==> src/hw/muxed_bus_consts.svh <==
// constants and rule summary for the muxed bus host port
// Summary of operation
// RULE1: access happens only while chip select low
// RULE2: host holds chip select through strobes
// RULE3: address strobe without select still latches address
// RULE4: latch address on address strobe falling edge
// RULE5: write strobe low window writes register
// RULE6: read data driven only while read low
// RULE7: read strobe with select enables drivers
// RULE8: host sets address before strobe falls
// RULE9: host keeps write data stable late
// RULE10: drive 8 bits, release on read high
// RULE11: latched address holds until next strobe
`ifndef MUXED_BUS_CONSTS_SVH
`define MUXED_BUS_CONSTS_SVH
`define MBP_DATA_W 8
`define MBP_ADDR_RST 8'h00
`define MBP_SYNC_STAGES 2
`endif

==> src/hw/muxed_bus_pkg.sv <==
// types for the muxed bus host port
package muxed_bus_pkg;
  typedef logic [7:0] bus_byte_t;
  typedef enum logic [1:0] {ph_idle, ph_write, ph_read} bus_phase_t;
endpackage

==> src/hw/pin_sync.sv <==
// two flop synchroniser for a group of pin inputs
`timescale 1ns/1ps
module pin_sync #(
  parameter int WIDTH = 1,
  parameter logic [WIDTH-1:0] RST_VAL = '0
) (
  input wire logic sys_clk,
  input wire logic rst,
  input wire logic [WIDTH-1:0] pin_in,
  output logic [WIDTH-1:0] pin_sync_q
);
  logic [WIDTH-1:0] meta_q;

  // first stage read only by second stage
  always_ff @(posedge sys_clk or posedge rst) begin
    if (rst) begin
      meta_q <= RST_VAL;
      pin_sync_q <= RST_VAL;
    end else begin
      meta_q <= pin_in;
      pin_sync_q <= meta_q;
    end
  end
endmodule

==> src/hw/muxed_bus_host_port.sv <==
// muxed address/data host port: address latch, read and write paths
`timescale 1ns/1ps
`include "muxed_bus_consts.svh"
module muxed_bus_host_port #(
  parameter int DATA_W = `MBP_DATA_W
) (
  input wire logic sys_clk,
  input wire logic rst,
  input wire logic cs_n,
  input wire logic addr_strobe,
  input wire logic wr_n,
  input wire logic rd_n,
  input wire muxed_bus_pkg::bus_byte_t muxed_bus_lines_in,
  output muxed_bus_pkg::bus_byte_t muxed_bus_lines_out,
  output logic muxed_bus_lines_oe,
  output muxed_bus_pkg::bus_byte_t reg_addr,
  output muxed_bus_pkg::bus_byte_t reg_wdata,
  output logic reg_wr,
  output logic reg_rd,
  input wire muxed_bus_pkg::bus_byte_t reg_rdata
);
  import muxed_bus_pkg::*;

  // pins cross two flops, so every answer lags its pin by about
  // three edges, and strobes shorter than one clock can be lost;
  // hosts must stretch their strobes to suit the clock
  localparam int NCTL = 4;
  // control pin order inside the synchronised group
  localparam int CS_BIT = 3;
  localparam int AS_BIT = 2;
  localparam int WR_BIT = 1;
  localparam int RD_BIT = 0;
  // pins at rest: select, write and read high, strobe low
  localparam logic [NCTL-1:0] CTL_IDLE = 4'hb;
  // which control pins are active low
  localparam logic [NCTL-1:0] CTL_ACT_LOW = 4'hb;

  logic [NCTL-1:0] ctl_sync_q;
  logic [DATA_W-1:0] data_sync_q;
  logic [NCTL-1:0] ctl_lvl;

  // decoded levels, active high
  logic cs_s;
  logic as_s;
  logic wr_s;
  logic rd_s;
  bus_byte_t bus_s;

  // edge history
  logic as_prev_q;
  logic wr_prev_q;
  logic as_fall;
  logic wr_end;

  // phase of the current cycle
  bus_phase_t phase_d;
  bus_phase_t phase_q;
  logic rd_now;

  // registered outputs
  bus_byte_t addr_q;
  bus_byte_t wdata_q;
  bus_byte_t rdata_q;
  logic wr_q;
  logic rd_q;
  logic oe_q;

  // high to low between two samples
  function automatic logic fell(input logic prev, input logic now);
    fell = prev & ~now;
  endfunction

  // read needs select and no write; write needs select and no read
  function automatic bus_phase_t phase_of(input logic sel,
                                          input logic rd,
                                          input logic wr);
    bus_phase_t ph;
    ph = ph_idle;
    if (sel && rd && !wr) begin
      ph = ph_read;
    end else if (sel && wr && !rd) begin
      ph = ph_write;
    end
    return ph;
  endfunction

  // strobes reset to idle levels, so no false edge after reset
  pin_sync #(
    .WIDTH(NCTL),
    .RST_VAL(CTL_IDLE)
  ) u_ctl_sync (
    .sys_clk(sys_clk),
    .rst(rst),
    .pin_in({cs_n, addr_strobe, wr_n, rd_n}),
    .pin_sync_q(ctl_sync_q)
  );

  // bus lines share the strobes' delay, so the latched byte matches
  pin_sync #(
    .WIDTH(DATA_W),
    .RST_VAL('0)
  ) u_data_sync (
    .sys_clk(sys_clk),
    .rst(rst),
    .pin_in(muxed_bus_lines_in),
    .pin_sync_q(data_sync_q)
  );

  // polarity fold: every control level active high from here on
  generate
    for (genvar gi = 0; gi < NCTL; gi++) begin : g_pol
      assign ctl_lvl[gi] = ctl_sync_q[gi] ^ CTL_ACT_LOW[gi];
    end
  endgenerate

  assign cs_s = ctl_lvl[CS_BIT];
  assign as_s = ctl_lvl[AS_BIT];
  assign wr_s = ctl_lvl[WR_BIT];
  assign rd_s = ctl_lvl[RD_BIT];
  assign bus_s = data_sync_q;

  // this cycle's edges and phase
  assign as_fall = fell(as_prev_q, as_s);
  assign wr_end = fell(wr_prev_q, wr_s);
  assign phase_d = phase_of(cs_s, rd_s, wr_s);
  assign rd_now = (phase_d == ph_read);

  // address strobe history
  always_ff @(posedge sys_clk or posedge rst) begin
    if (rst) begin
      as_prev_q <= 1'b0;
    end else begin
      as_prev_q <= as_s;
    end
  end

  // write strobe history
  always_ff @(posedge sys_clk or posedge rst) begin
    if (rst) begin
      wr_prev_q <= 1'b0;
    end else begin
      wr_prev_q <= wr_s;
    end
  end

  // address latch, independent of chip select
  always_ff @(posedge sys_clk or posedge rst) begin
    if (rst) begin
      addr_q <= `MBP_ADDR_RST;
    end else begin
      if (as_fall) begin // see RULE4 RULE3 RULE11
        addr_q <= bus_s;
      end
    end
  end

  // last byte seen while the write strobe is low with select
  always_ff @(posedge sys_clk or posedge rst) begin
    if (rst) begin
      wdata_q <= '0;
    end else begin
      if (wr_s && cs_s) begin // see RULE5 RULE1
        wdata_q <= bus_s;
      end
    end
  end

  // commit at the trailing edge of the write strobe, select still low
  always_ff @(posedge sys_clk or posedge rst) begin
    if (rst) begin
      wr_q <= 1'b0;
    end else begin
      wr_q <= wr_end && cs_s; // see RULE5 RULE3
    end
  end

  always_ff @(posedge sys_clk or posedge rst) begin
    if (rst) begin
      phase_q <= ph_idle;
    end else begin
      phase_q <= phase_d;
    end
  end

  // drivers on only in a clean read phase
  always_ff @(posedge sys_clk or posedge rst) begin
    if (rst) begin
      oe_q <= 1'b0;
    end else begin
      oe_q <= rd_now; // see RULE7 RULE6 RULE10 RULE3
    end
  end

  // one pulse as a read phase opens
  always_ff @(posedge sys_clk or posedge rst) begin
    if (rst) begin
      rd_q <= 1'b0;
    end else begin
      rd_q <= rd_now && (phase_q != ph_read); // see RULE1
    end
  end

  always_ff @(posedge sys_clk or posedge rst) begin
    if (rst) begin
      rdata_q <= '0;
    end else begin
      if (rd_now) begin // see RULE10
        rdata_q <= reg_rdata;
      end
    end
  end

  // every output straight from a register
  assign muxed_bus_lines_out = rdata_q;
  assign muxed_bus_lines_oe = oe_q;
  assign reg_addr = addr_q;
  assign reg_wdata = wdata_q;
  assign reg_wr = wr_q;
  assign reg_rd = rd_q;
endmodule

==> config.mk <==
export PLATFORM = sky130hd
export DESIGN_NAME = muxed_bus_host_port
export DESIGN_NICKNAME = d
export VERILOG_FILES = /design/src/hw/muxed_bus_pkg.sv /design/src/hw/pin_sync.sv /design/src/hw/muxed_bus_host_port.sv
export VERILOG_INCLUDE_DIRS = /design/src /design/src/hw
export SDC_FILE = /design/constraint.sdc
export NUM_CORES = 1
export LEC_CHECK = 0
export BUFFER_PORTS_ARGS = -buffer_cell sky130_fd_sc_hd__buf_2
export CORE_UTILIZATION = 54
export CTS_CLUSTER_SIZE = 12
export DETAILED_ROUTE_END_ITERATION = 7
export GPL_TIMING_DRIVEN = 0
export PLACE_DENSITY = 0.85
export SETUP_SLACK_MARGIN = 0.15
export SKIP_LAST_GASP = 1
export SLEW_MARGIN = 0
export SYNTH_ARGS = -nofsm -noshare
export SYNTH_HDL_FRONTEND = slang
export SYNTH_HIERARCHICAL = 1
export SYNTH_SLANG_ARGS = --single-unit
==> constraint.sdc <==
create_clock -name sys_clk -period 3.9 [get_ports sys_clk]
set_input_delay 0 -clock sys_clk [delete_from_list [all_inputs] [get_ports sys_clk]]
set_output_delay 0 -clock sys_clk [all_outputs]
set_load 0.005 [all_outputs]
==> results.py, run 1 <==
metrics = {
    "clock_tree": {
        "tritoncts": "built",
        "worst_path_clk_slew_ns": 0.13,
        "cts_max_level": 2,
        "cts_root_buf": "sky130_fd_sc_hd__clkbuf_4",
        "post-cts-setup-buffer-count": 0,
        "cts_repair_resize_count": 0,
        "number_of_clock_buffers_inserted_by_tritoncts": 5,
        "cts-root-to-sink-buffers": 2,
        "worst_skew_pair.late_latency_ns": 0.36,
        "cts.sinks": 55,
    },
    "yosys": {
        "ys_warn_count": 6,
        "synth-adder-area-share": 0,
        "ys_seq_area_frac": 0.793,
        "post-synth-top-area-fraction": 0.703,
        "yosys.cell_types.count": 12,
        "synth.area.mux_share": 0.155,
        "yosys.area_share.simple": 0.0273,
        "synth.ff_latch_count": 55,
        "synth_nets": 115,
        "yosys-top-cells-area": "sky130_fd_sc_hd__dfrtp_1, sky130_fd_sc_hd__mux2_2, sky130_fd_sc_hd__dfstp_2, sky130_fd_sc_hd__inv_1, sky130_fd_sc_hd__nor3b_1",
        "synth_compound_gate_area_share": 0.00430,
        "combinational_family_with_the_most_area_after_synthesis": "multiplexers",
        "post_synth_xor_area_fraction": 0,
        "synthDominantAreaCellType": "sky130_fd_sc_hd__dfrtp_1",
        "post_synth.cell_area_avg_um2": 18.8,
        "area_of_the_mapped_netlist_mm2": 0.00174,
        "synthCells": 93,
    },
    "grt": {
        "grt_first_pass_wirelength_um": 4660,
        "globalRouteTotalUtil": 0.201,
        "first_global_vias": 1017,
        "pin_count_of_the_biggest_net_entering_global_routing": 32,
        "gr-total-overflow": 0,
        "grt_antenna_before_repair": 0,
    },
    "critical_path": {
        "timing.reg2reg.setup_slack_ns": 2.54,
        "crit_family": "flip-flops",
        "worstPathArrival_ns": 1.63,
        "data_required_time_at_the_worst_endpoint_ns": 4.16,
        "path_buf_inv": 1,
        "worst-path-max-fanout": 10,
        "critical-path-max-stage-delay_ns": 0.57,
        "r2r_cells": 3,
        "setup.worst_path.class": "reg -> reg",
        "end_kind": "flip-flop",
        "crit_path_cell_trace": "nor3b_2 > buf_6 > mux2_2",
        "timing.critical_path.from_type": "flip-flop",
        "timing.critical_path.slowest_stage_cell": "sky130_fd_sc_hd__dfstp_2",
        "rr_endpoint": "muxed_bus_lines_out[0]",
        "critical_path.reg2reg.startpoint": "u_ctl_sync/pin_sync_q[1]",
    },
    "finish": {
        "fillCellCount": 194,
        "n_antenna_cell": 0,
        "finalNetCount": 191,
        "layout.core_utilization": 0.755,
        "area_growth_pct": 32.2,
        "layout.cells.non_filler": 213,
        "post_route_cells_drive_above_1_share": 0.533,
    },
    "pwr": {
        "internal_power_uw": 795,
        "total_switching_power_uw": 235,
        "power.share.combinational": 0.132,
        "power.share.switching": 0.228,
        "p_per_area_mw_per_mm2": 447,
        "power.leakage_nw": 1.10,
        "sequentialPowerShare": 0.634,
        "max_rail_drop_vdd_v": 0.000267,
        "power.share.clock": 0.233,
    },
    "sta": {
        "worst_slew_margin_rel": 0.241,
        "final_max_slew_viol_count": 0,
        "setup_violations": 0,
        "finalSetupTns_ns": 0,
        "timing_hold_violations_final": 0,
        "rsz_0062_raised_after_global_routing": "false",
        "worst-slew-pin-transition_ns": 1.14,
        "finalCriticalPeriod_ns": 1.36,
        "post-route-worst-setup-slack_ns": 2.54,
        "achievable-frequency_mhz": 733,
        "clock_skew_ns": 0.00610,
        "layout_worst_path_cycle_share": 0.350,
    },
    "detailed_routing": {
        "via_count": 959,
        "dr.first_iter.drc_count": 17,
        "routed_wirelength_um": 2940,
        "route.detailed.wl_per_inst_um": 13.8,
        "avgViaCountPerCell": 4.50,
        "detail_route.first_pass.iterations": 3,
        "post-route-drc-count": 0,
        "route.antenna.remaining_nets": 0,
    },
    "floorplan": {
        "core.rowCount": 20,
        "core_mm2": 0.00305,
        "design.die.area_mm2": 0.00346,
        "floorplan.die.height_um": 58.8,
        "design.portCount": 49,
        "initial_utilization": 0.571,
        "die-width_um": 58.8,
    },
    "placed_design": {
        "place_hpwl_um": 1840,
        "placed_cells_incl_taps": 185,
        "gp_congestion": 0.703,
        "port_buffers": 48,
        "preCtsSetupSlack_ns": 2.54,
    },
    "flow_run": {
        "cap_viol_max_count": 0,
    },
    "outcome": {
        "result_of_the_run": "finished clean",
    },
    "worst_hold_path": {
        "min-delay-path-class": "in -> async",
    },
}
placed cells by master (no fill, tap or decap), drive strengths merged:
cell type     n
nor2          1
nand2b        1
mux2         24
and2          1
nor3b         3
clkbuf        6
clkinv        1
a21boi        1
dfstp         6
inv           5
dlygate4sd3  21
buf          50
dfrtp        49
cell usage after synthesis (all sizes together):
master	n
nor2	1
nand2b	1
dfrtp	49
dfstp	6
and2	1
a21boi	1
nor3b	3
buf	2
inv	5
mux2	24
layout make-up:
class | count | area, µm² | share of cell area
clock inverter | 1 | 5.00 | 0.00217
buffer | 2 | 16.3 | 0.00705
tap | 44 | 55.1 | 0.0239
multi-input combinational | 31 | 325 | 0.141
timing repair buffer | 69 | 450 | 0.195
inverter | 5 | 18.8 | 0.00814
clock buffer | 6 | 51.3 | 0.0222
sequential | 55 | 1380 | 0.600
per-stage QoR:
step	cell area (µm²)	hold slack (ns)	power, mW
2_1_floorplan	1740	-0.189	0.720
3_3_place_gp	2040	-0.0483	0.776
3_5_place_dp	2040	-0.0344	0.788
4_1_cts	2310	0.0927	1.04
5_1_grt	2310	0.130	1.08
6_report	2310	0.110	1.03
kinds of logic (layout without fill, tap and decap cells):
family                 after synthesis  after routing
buffers and inverters                7             83
AO/OA/AOI/OAI                        1              1
multiplexers                        24             24
flip-flops                          55             55
AND/OR/NAND/NOR                      6              6
power groups by stage:
stage | Clock [mW] | Sequential, mW | Combinational, mW
finish | 0.240 | 0.654 | 0.137
global route | 0.267 | 0.662 | 0.150
CTS | 0.250 | 0.654 | 0.138
detailed placement | 0 | 0.666 | 0.122
global placement | 0 | 0.660 | 0.117
floorplan | 0 | 0.666 | 0.0539
tightest hold or removal path, stage by stage:
cell                            delay (ns)
sky130_fd_sc_hd__dlygate4sd3_1        0.53
sky130_fd_sc_hd__buf_2                0.13
sky130_fd_sc_hd__inv_1                0.22
state kept, by name, indices dropped and copies added (netlist names), 2 cells and up:
register and count:
u_ctl_sync/meta_q 4, u_data_sync/meta_q 8, reg_addr 8, u_data_sync/pin_sync_q 8, muxed_bus_lines_out 8, reg_wdata 8
u_ctl_sync/pin_sync_q 4, phase_q 2
worst max-delay path by stage:
stage / startpoint / endpoint / slack [ns] / cells after the start
after floorplan: u_ctl_sync/pin_sync_q[1] / muxed_bus_lines_out[0] / 2.61 / 3
after global placement: u_ctl_sync/pin_sync_q[1] / muxed_bus_lines_out[1] / 2.58 / 3
after detailed placement: u_ctl_sync/pin_sync_q[1] / muxed_bus_lines_out[0] / 2.54 / 3
after CTS: u_ctl_sync/pin_sync_q[1] / muxed_bus_lines_out[0] / 2.52 / 3
after global routing: rst / reg_addr[4] / 2.47 / 3
final: u_ctl_sync/pin_sync_q[1] / muxed_bus_lines_out[0] / 2.54 / 3
layer usage:
metal | routed length (µm) | global-route usage | up-vias
met5 | 0 | 0 | -
met4 | 66 | 0.112 | 0
met3 | 93 | 0.0527 | 8
met2 | 1560 | 0.323 | 27
met1 | 1210 | 0.248 | 470
li1 | - | - | 454
timing repair:
item / in CTS / in global routing
setup endpoints to repair: 0 / 0
hold buffers: 21 / 0
endpoints found under the hold margin: 75 / 0
(Power assumes the default switching activity.)
==> run 2, diff against run 1 <==
--- a/config.mk
+++ b/config.mk
@@ -7,11 +7,11 @@
 export NUM_CORES = 1
 export LEC_CHECK = 0
 export BUFFER_PORTS_ARGS = -buffer_cell sky130_fd_sc_hd__buf_2
-export CORE_UTILIZATION = 54
+export CORE_UTILIZATION = 50
 export CTS_CLUSTER_SIZE = 12
 export DETAILED_ROUTE_END_ITERATION = 7
 export GPL_TIMING_DRIVEN = 0
-export PLACE_DENSITY = 0.85
+export PLACE_DENSITY = 0.8
 export SETUP_SLACK_MARGIN = 0.15
 export SKIP_LAST_GASP = 1
 export SLEW_MARGIN = 0
==> constraint.sdc (replaced) <==
create_clock -name sys_clk -period 1.3 [get_ports sys_clk]
set_input_delay 0 -clock sys_clk [delete_from_list [all_inputs] [get_ports sys_clk]]
set_output_delay 0 -clock sys_clk [all_outputs]
set_load 0.005 [all_outputs]
==> results.py, run 2 (synthesized netlist as in run 1, its figures left out) <==
metrics = {
    "sta": {
        "layout_worst_path_cycle_share": 1.10,
        "clock_skew_ns": 0.0169,
        "worst-slew-pin-transition_ns": 0.682,
        "setup_violations": 16,
        "achievable-frequency_mhz": 698,
        "finalCriticalPeriod_ns": 1.43,
        "post-route-worst-setup-slack_ns": -0.134,
        "final_max_slew_viol_count": 0,
        "rsz_0062_raised_after_global_routing": "true",
        "timing_hold_violations_final": 0,
        "worst_slew_margin_rel": 0.545,
    },
    "critical_path": {
        "timing.critical_path.from_type": "flip-flop",
        "end_kind": "flip-flop",
        "setup.worst_path.class": "reg -> reg",
        "worst-path-max-fanout": 10,
        "worstPathArrival_ns": 1.67,
        "r2r_cells": 3,
        "data_required_time_at_the_worst_endpoint_ns": 1.54,
    },
    "clock_tree": {
        "tritoncts": "built",
        "cts.sinks": 55,
        "cts-root-to-sink-buffers": 2,
        "worst_skew_pair.late_latency_ns": 0.36,
        "cts_root_buf": "sky130_fd_sc_hd__clkbuf_4",
        "number_of_clock_buffers_inserted_by_tritoncts": 5,
        "worst_path_clk_slew_ns": 0.12,
        "cts_max_level": 2,
    },
    "outcome": {
        "violations": "negative setup slack",
        "result_of_the_run": "finished with violations",
    },
    "pwr": {
        "max_rail_drop_vdd_v": 0.000901,
        "power.leakage_nw": 1.12,
        "p_per_area_mw_per_mm2": 1320,
        "p_total_mw": 3.08,
    },
    "finish": {
        "finalNetCount": 191,
        "n_antenna_cell": 0,
        "fillCellCount": 233,
        "area_growth_pct": 34.2,
        "layout.cells.most_common": "sky130_fd_sc_hd__dfrtp_1",
        "post_route_cells_drive_above_1_share": 0.524,
        "mostFrequentLayoutCells": "sky130_fd_sc_hd__dfrtp_1, sky130_fd_sc_hd__buf_2, sky130_fd_sc_hd__dlygate4sd3_1, sky130_fd_sc_hd__mux2_2, sky130_fd_sc_hd__mux2_4",
    },
    "grt": {
        "grt_antenna_before_repair": 0,
        "pin_count_of_the_biggest_net_entering_global_routing": 32,
        "first_global_vias": 1071,
        "globalRouteTotalUtil": 0.199,
        "gr-total-overflow": 0,
        "grt_first_pass_wirelength_um": 4910,
    },
    "detailed_routing": {
        "via_count": 993,
        "routed_wirelength_um": 3150,
        "post-route-drc-count": 0,
        "route.detailed.wl_per_inst_um": 14.6,
        "route.antenna.remaining_nets": 0,
        "avgViaCountPerCell": 4.60,
        "detail_route.first_pass.iterations": 3,
        "dr.first_iter.drc_count": 14,
    },
    "floorplan": {
        "floorplan.die.height_um": 61.1,
        "core_mm2": 0.00334,
        "die-width_um": 61.1,
        "core.rowCount": 21,
        "initial_utilization": 0.523,
        "design.die.area_mm2": 0.00373,
        "design.portCount": 49,
    },
    "placed_design": {
        "preCtsSetupSlack_ns": -0.0630,
        "place_hpwl_um": 1950,
        "gp_congestion": 0.715,
        "port_buffers": 48,
    },
    "worst_hold_path": {
        "min-delay-path-class": "in -> async",
    },
    "flow_run": {
        "cap_viol_max_count": 0,
    },
}
-- run 2: layer usage --
layer / GRT usage / wire (µm) / up-vias
met1: 0.232 / 1230 / 507
li1: - / - / 454
met3: 0.0588 / 119 / 6
met5: 0 / 0 / -
met4: 0.127 / 76 / 0
met2: 0.325 / 1720 / 26
-- run 2: per-stage QoR --
stage	utilization	TNS [ns]	hold slack, ns	cells	area, µm²
5_1_grt	0.702	-2.25	0.196	216	2340
3_3_place_gp	0.621	-0.144	-0.0507	187	2070
2_1_floorplan	-	0	-0.189	93	1770
3_5_place_dp	0.621	-0.753	-0.0400	187	2070
4_1_cts	0.699	-0.964	0.138	216	2330
6_report	0.702	-1.40	0.191	216	2340
-- run 2: final timing paths --
check	to	slack, ns	start
setup / recovery	muxed_bus_lines_out[4]	-0.13	u_ctl_sync/pin_sync_q[1]
min in group sys_clk	u_data_sync/meta_q[0]	0.27	muxed_bus_lines_in[0]
hold reg to reg	u_ctl_sync/pin_sync_q[0]	0.36	u_ctl_sync/meta_q[0]
setup reg to reg	muxed_bus_lines_out[4]	-0.13	u_ctl_sync/pin_sync_q[1]
max in group asynchronous	reg_addr[6]	0.57	rst
hold / removal	u_ctl_sync/pin_sync_q[2]	0.19	rst
-- run 2: power by group --
part	internal, mW	switching (mW)	total, mW	leakage (nW)
Combinational	0.279	0.168	0.447	0.448
Sequential	1.88	0.0817	1.97	0.646
Clock	0.217	0.449	0.666	0.0265
Total	2.38	0.699	3.08	1.12
-- run 2: final cells by class --
cell class / count / area (µm²) / share of cell area
tap: 46 / 57.6 / 0.0246
multi-input combinational: 31 / 355 / 0.152
buffer: 2 / 22.5 / 0.00962
sequential: 55 / 1380 / 0.591
inverter: 5 / 22.5 / 0.00962
timing repair buffer: 69 / 450 / 0.192
clock buffer: 8 / 48.8 / 0.0208
-- run 2: repair_timing --
action                     in CTS  in global routing
hold buffers                   21                  0
buffers inserted                0                  0
hold endpoints to repair       75                  0
setup endpoints to repair      23                 51
resized for setup               1                  2
-- run 2: critical path, stage by stage (launching register included) --
cell,delay [ns]
sky130_fd_sc_hd__dfstp_2,0.58
sky130_fd_sc_hd__nor3b_2,0.23
sky130_fd_sc_hd__buf_6,0.20
sky130_fd_sc_hd__mux2_4,0.31
==> run 3, diff against run 2 <==
--- a/config.mk
+++ b/config.mk
@@ -6,12 +6,12 @@
 export SDC_FILE = /design/constraint.sdc
 export NUM_CORES = 1
 export LEC_CHECK = 0
-export BUFFER_PORTS_ARGS = -buffer_cell sky130_fd_sc_hd__buf_2
-export CORE_UTILIZATION = 50
+export CORE_UTILIZATION = 59
 export CTS_CLUSTER_SIZE = 12
 export DETAILED_ROUTE_END_ITERATION = 7
+export DONT_BUFFER_PORTS = 1
 export GPL_TIMING_DRIVEN = 0
-export PLACE_DENSITY = 0.8
+export PLACE_DENSITY = 0.78
 export SETUP_SLACK_MARGIN = 0.15
 export SKIP_LAST_GASP = 1
 export SLEW_MARGIN = 0
==> results.py, run 3 (synthesized netlist as in run 1, its figures left out) <==
metrics = {
    "outcome": {
        "result_of_the_run": "finished with violations",
        "violations": "negative setup slack",
    },
    "clock_tree": {
        "number_of_clock_buffers_inserted_by_tritoncts": 5,
        "cts-root-to-sink-buffers": 2,
        "worst_path_clk_slew_ns": 0.14,
        "cts.sinks": 55,
        "cts_max_level": 2,
        "post-cts-setup-buffer-count": 0,
        "cts_root_buf": "sky130_fd_sc_hd__clkbuf_4",
        "tritoncts": "built",
        "worst_skew_pair.late_latency_ns": 0.36,
    },
    "pwr": {
        "p_per_area_mw_per_mm2": 1430,
        "power.leakage_nw": 0.933,
        "max_rail_drop_vdd_v": 0.00142,
        "p_total_mw": 2.98,
    },
    "sta": {
        "final_max_slew_viol_count": 0,
        "achievable-frequency_mhz": 734,
        "setup_violations": 15,
        "worst-slew-pin-transition_ns": 0.658,
        "layout_worst_path_cycle_share": 1.05,
        "post-route-worst-setup-slack_ns": -0.0625,
        "worst_slew_margin_rel": 0.561,
        "clock_skew_ns": 0.00957,
        "finalCriticalPeriod_ns": 1.36,
        "timing_hold_violations_final": 0,
        "finalSetupTns_ns": -0.479,
        "rsz_0062_raised_after_global_routing": "true",
    },
    "critical_path": {
        "critical_path.startpoint": "u_ctl_sync/pin_sync_q[1]",
        "worst-path-max-fanout": 10,
        "timing.critical_path.slowest_stage_cell": "sky130_fd_sc_hd__dfstp_2",
        "worstPathArrival_ns": 1.63,
        "setup.worst_path.class": "reg -> reg",
        "critical-path-max-stage-delay_ns": 0.58,
        "end_kind": "flip-flop",
        "data_required_time_at_the_worst_endpoint_ns": 1.56,
        "crit_path_cell_trace": "nor3b_2 > buf_6 > mux2_4",
        "critical_path.reg2reg.startpoint": "u_ctl_sync/pin_sync_q[1]",
        "timing.critical_path.from_type": "flip-flop",
    },
    "placed_design": {
        "placement.cell_area_mm2": 0.00181,
        "preCtsSetupSlack_ns": -0.0464,
        "port_buffers": 0,
        "placed_cells_incl_taps": 124,
        "gp_congestion": 0.625,
        "place_hpwl_um": 1690,
    },
    "floorplan": {
        "design.die.area_mm2": 0.00318,
        "design.portCount": 49,
        "die-width_um": 56.4,
        "core.rowCount": 19,
        "initial_utilization": 0.627,
        "floorplan.die.height_um": 56.4,
        "core_mm2": 0.00278,
    },
    "finish": {
        "mostFrequentLayoutCells": "sky130_fd_sc_hd__dfrtp_1, sky130_fd_sc_hd__dlygate4sd3_1, sky130_fd_sc_hd__mux2_2, sky130_fd_sc_hd__mux2_4, sky130_fd_sc_hd__dfstp_2",
        "area_growth_pct": 19.6,
        "fillCellCount": 158,
        "n_antenna_cell": 0,
        "layout.cells.most_common": "sky130_fd_sc_hd__dfrtp_1",
        "finalNetCount": 143,
        "finish.instance_area_mm2": 0.00209,
        "post_route_cells_drive_above_1_share": 0.361,
        "layout.cells.non_filler": 153,
    },
    "detailed_routing": {
        "detail_route.first_pass.iterations": 3,
        "dr.first_iter.drc_count": 21,
        "route.detailed.wl_per_inst_um": 18.5,
        "routed_wirelength_um": 2830,
        "route.antenna.remaining_nets": 0,
        "avgViaCountPerCell": 5.42,
        "post-route-drc-count": 0,
        "via_count": 829,
    },
    "grt": {
        "grt_first_pass_wirelength_um": 4660,
        "pin_count_of_the_biggest_net_entering_global_routing": 32,
        "met2_usage": 0.352,
        "globalRouteTotalUtil": 0.208,
        "first_global_vias": 924,
        "met3_usage": 0.113,
        "use_met1": 0.225,
        "grt_antenna_before_repair": 0,
        "gr-total-overflow": 0,
        "gr-max-usage-layer": "met2",
    },
    "flow_run": {
        "cap_viol_max_count": 0,
    },
    "worst_hold_path": {
        "min-delay-path-class": "in -> async",
    },
}
run 3: cell count changes in the layout (fill, tap and decap cells not counted):
cell	before	now
sky130_fd_sc_hd__clkinv_2	0	2
sky130_fd_sc_hd__buf_2	48	0
sky130_fd_sc_hd__buf_4	0	1
sky130_fd_sc_hd__clkbuf_1	3	0
sky130_fd_sc_hd__buf_6	2	1
sky130_fd_sc_hd__inv_6	0	1
run 3: area by class of cell:
type | count | area, µm² | area share
Inverter | 5 | 22.5 | 0.0108
Buffer | 2 | 18.8 | 0.00900
Tap cell | 31 | 38.8 | 0.0186
Sequential cell | 55 | 1380 | 0.663
Clock inverter | 3 | 18.8 | 0.00900
Clock buffer | 5 | 37.5 | 0.0180
Multi-Input combinational cell | 31 | 355 | 0.170
Timing Repair Buffer | 21 | 210 | 0.101
run 3: repair_timing:
item / 4_1_cts / 5_1_grt
pin swaps: 0 / 0
hold endpoints to repair: 75 / 0
hold buffers: 21 / 0
resized for setup: 1 / 1
setup endpoints to repair: 22 / 49
run 3: worst max-delay path, delay by kind of cell, from the launching register on:
family	cells	cell delay [ns]
DFF	1	0.58
muxes	1	0.32
buffers and inverters	1	0.19
and+or+nand+nor	1	0.18
run 3: path summary, 6_finish.rpt:
check | endpoint | slack [ns] | depth (start not counted)
max in group asynchronous | u_data_sync/meta_q[7] | 0.65 | 2
min in group sys_clk | u_data_sync/meta_q[0] | 0.17 | 1
setup / recovery | muxed_bus_lines_out[5] | -0.06 | 3
hold / removal | u_ctl_sync/meta_q[2] | 0.14 | 2
hold reg to reg | u_data_sync/pin_sync_q[7] | 0.36 | 0
setup reg to reg | muxed_bus_lines_out[5] | -0.06 | 3
run 3: layer usage:
| metal | vias up | share of wire |
|---|---|---|
| met2 | 42 | 0.52 |
| met4 | 0 | 0.013 |
| li1 | 360 | - |
| met3 | 5 | 0.086 |
| met5 | - | 0 |
| met1 | 422 | 0.38 |
run 3: stage by stage:
step	hold WS, ns	util
2_1_floorplan	-0.189	-
5_1_grt	0.124	0.750
3_5_place_dp	-0.157	0.652
6_report	0.145	0.750
3_3_place_gp	-0.170	0.652
4_1_cts	0.0292	0.749
run 3: where the power goes:
| group | leakage, nW | internal (mW) | switching (mW) |
|---|---|---|---|
| Sequential | 0.646 | 1.89 | 0.116 |
| Combinational | 0.252 | 0.176 | 0.0961 |
| Clock | 0.0354 | 0.213 | 0.493 |
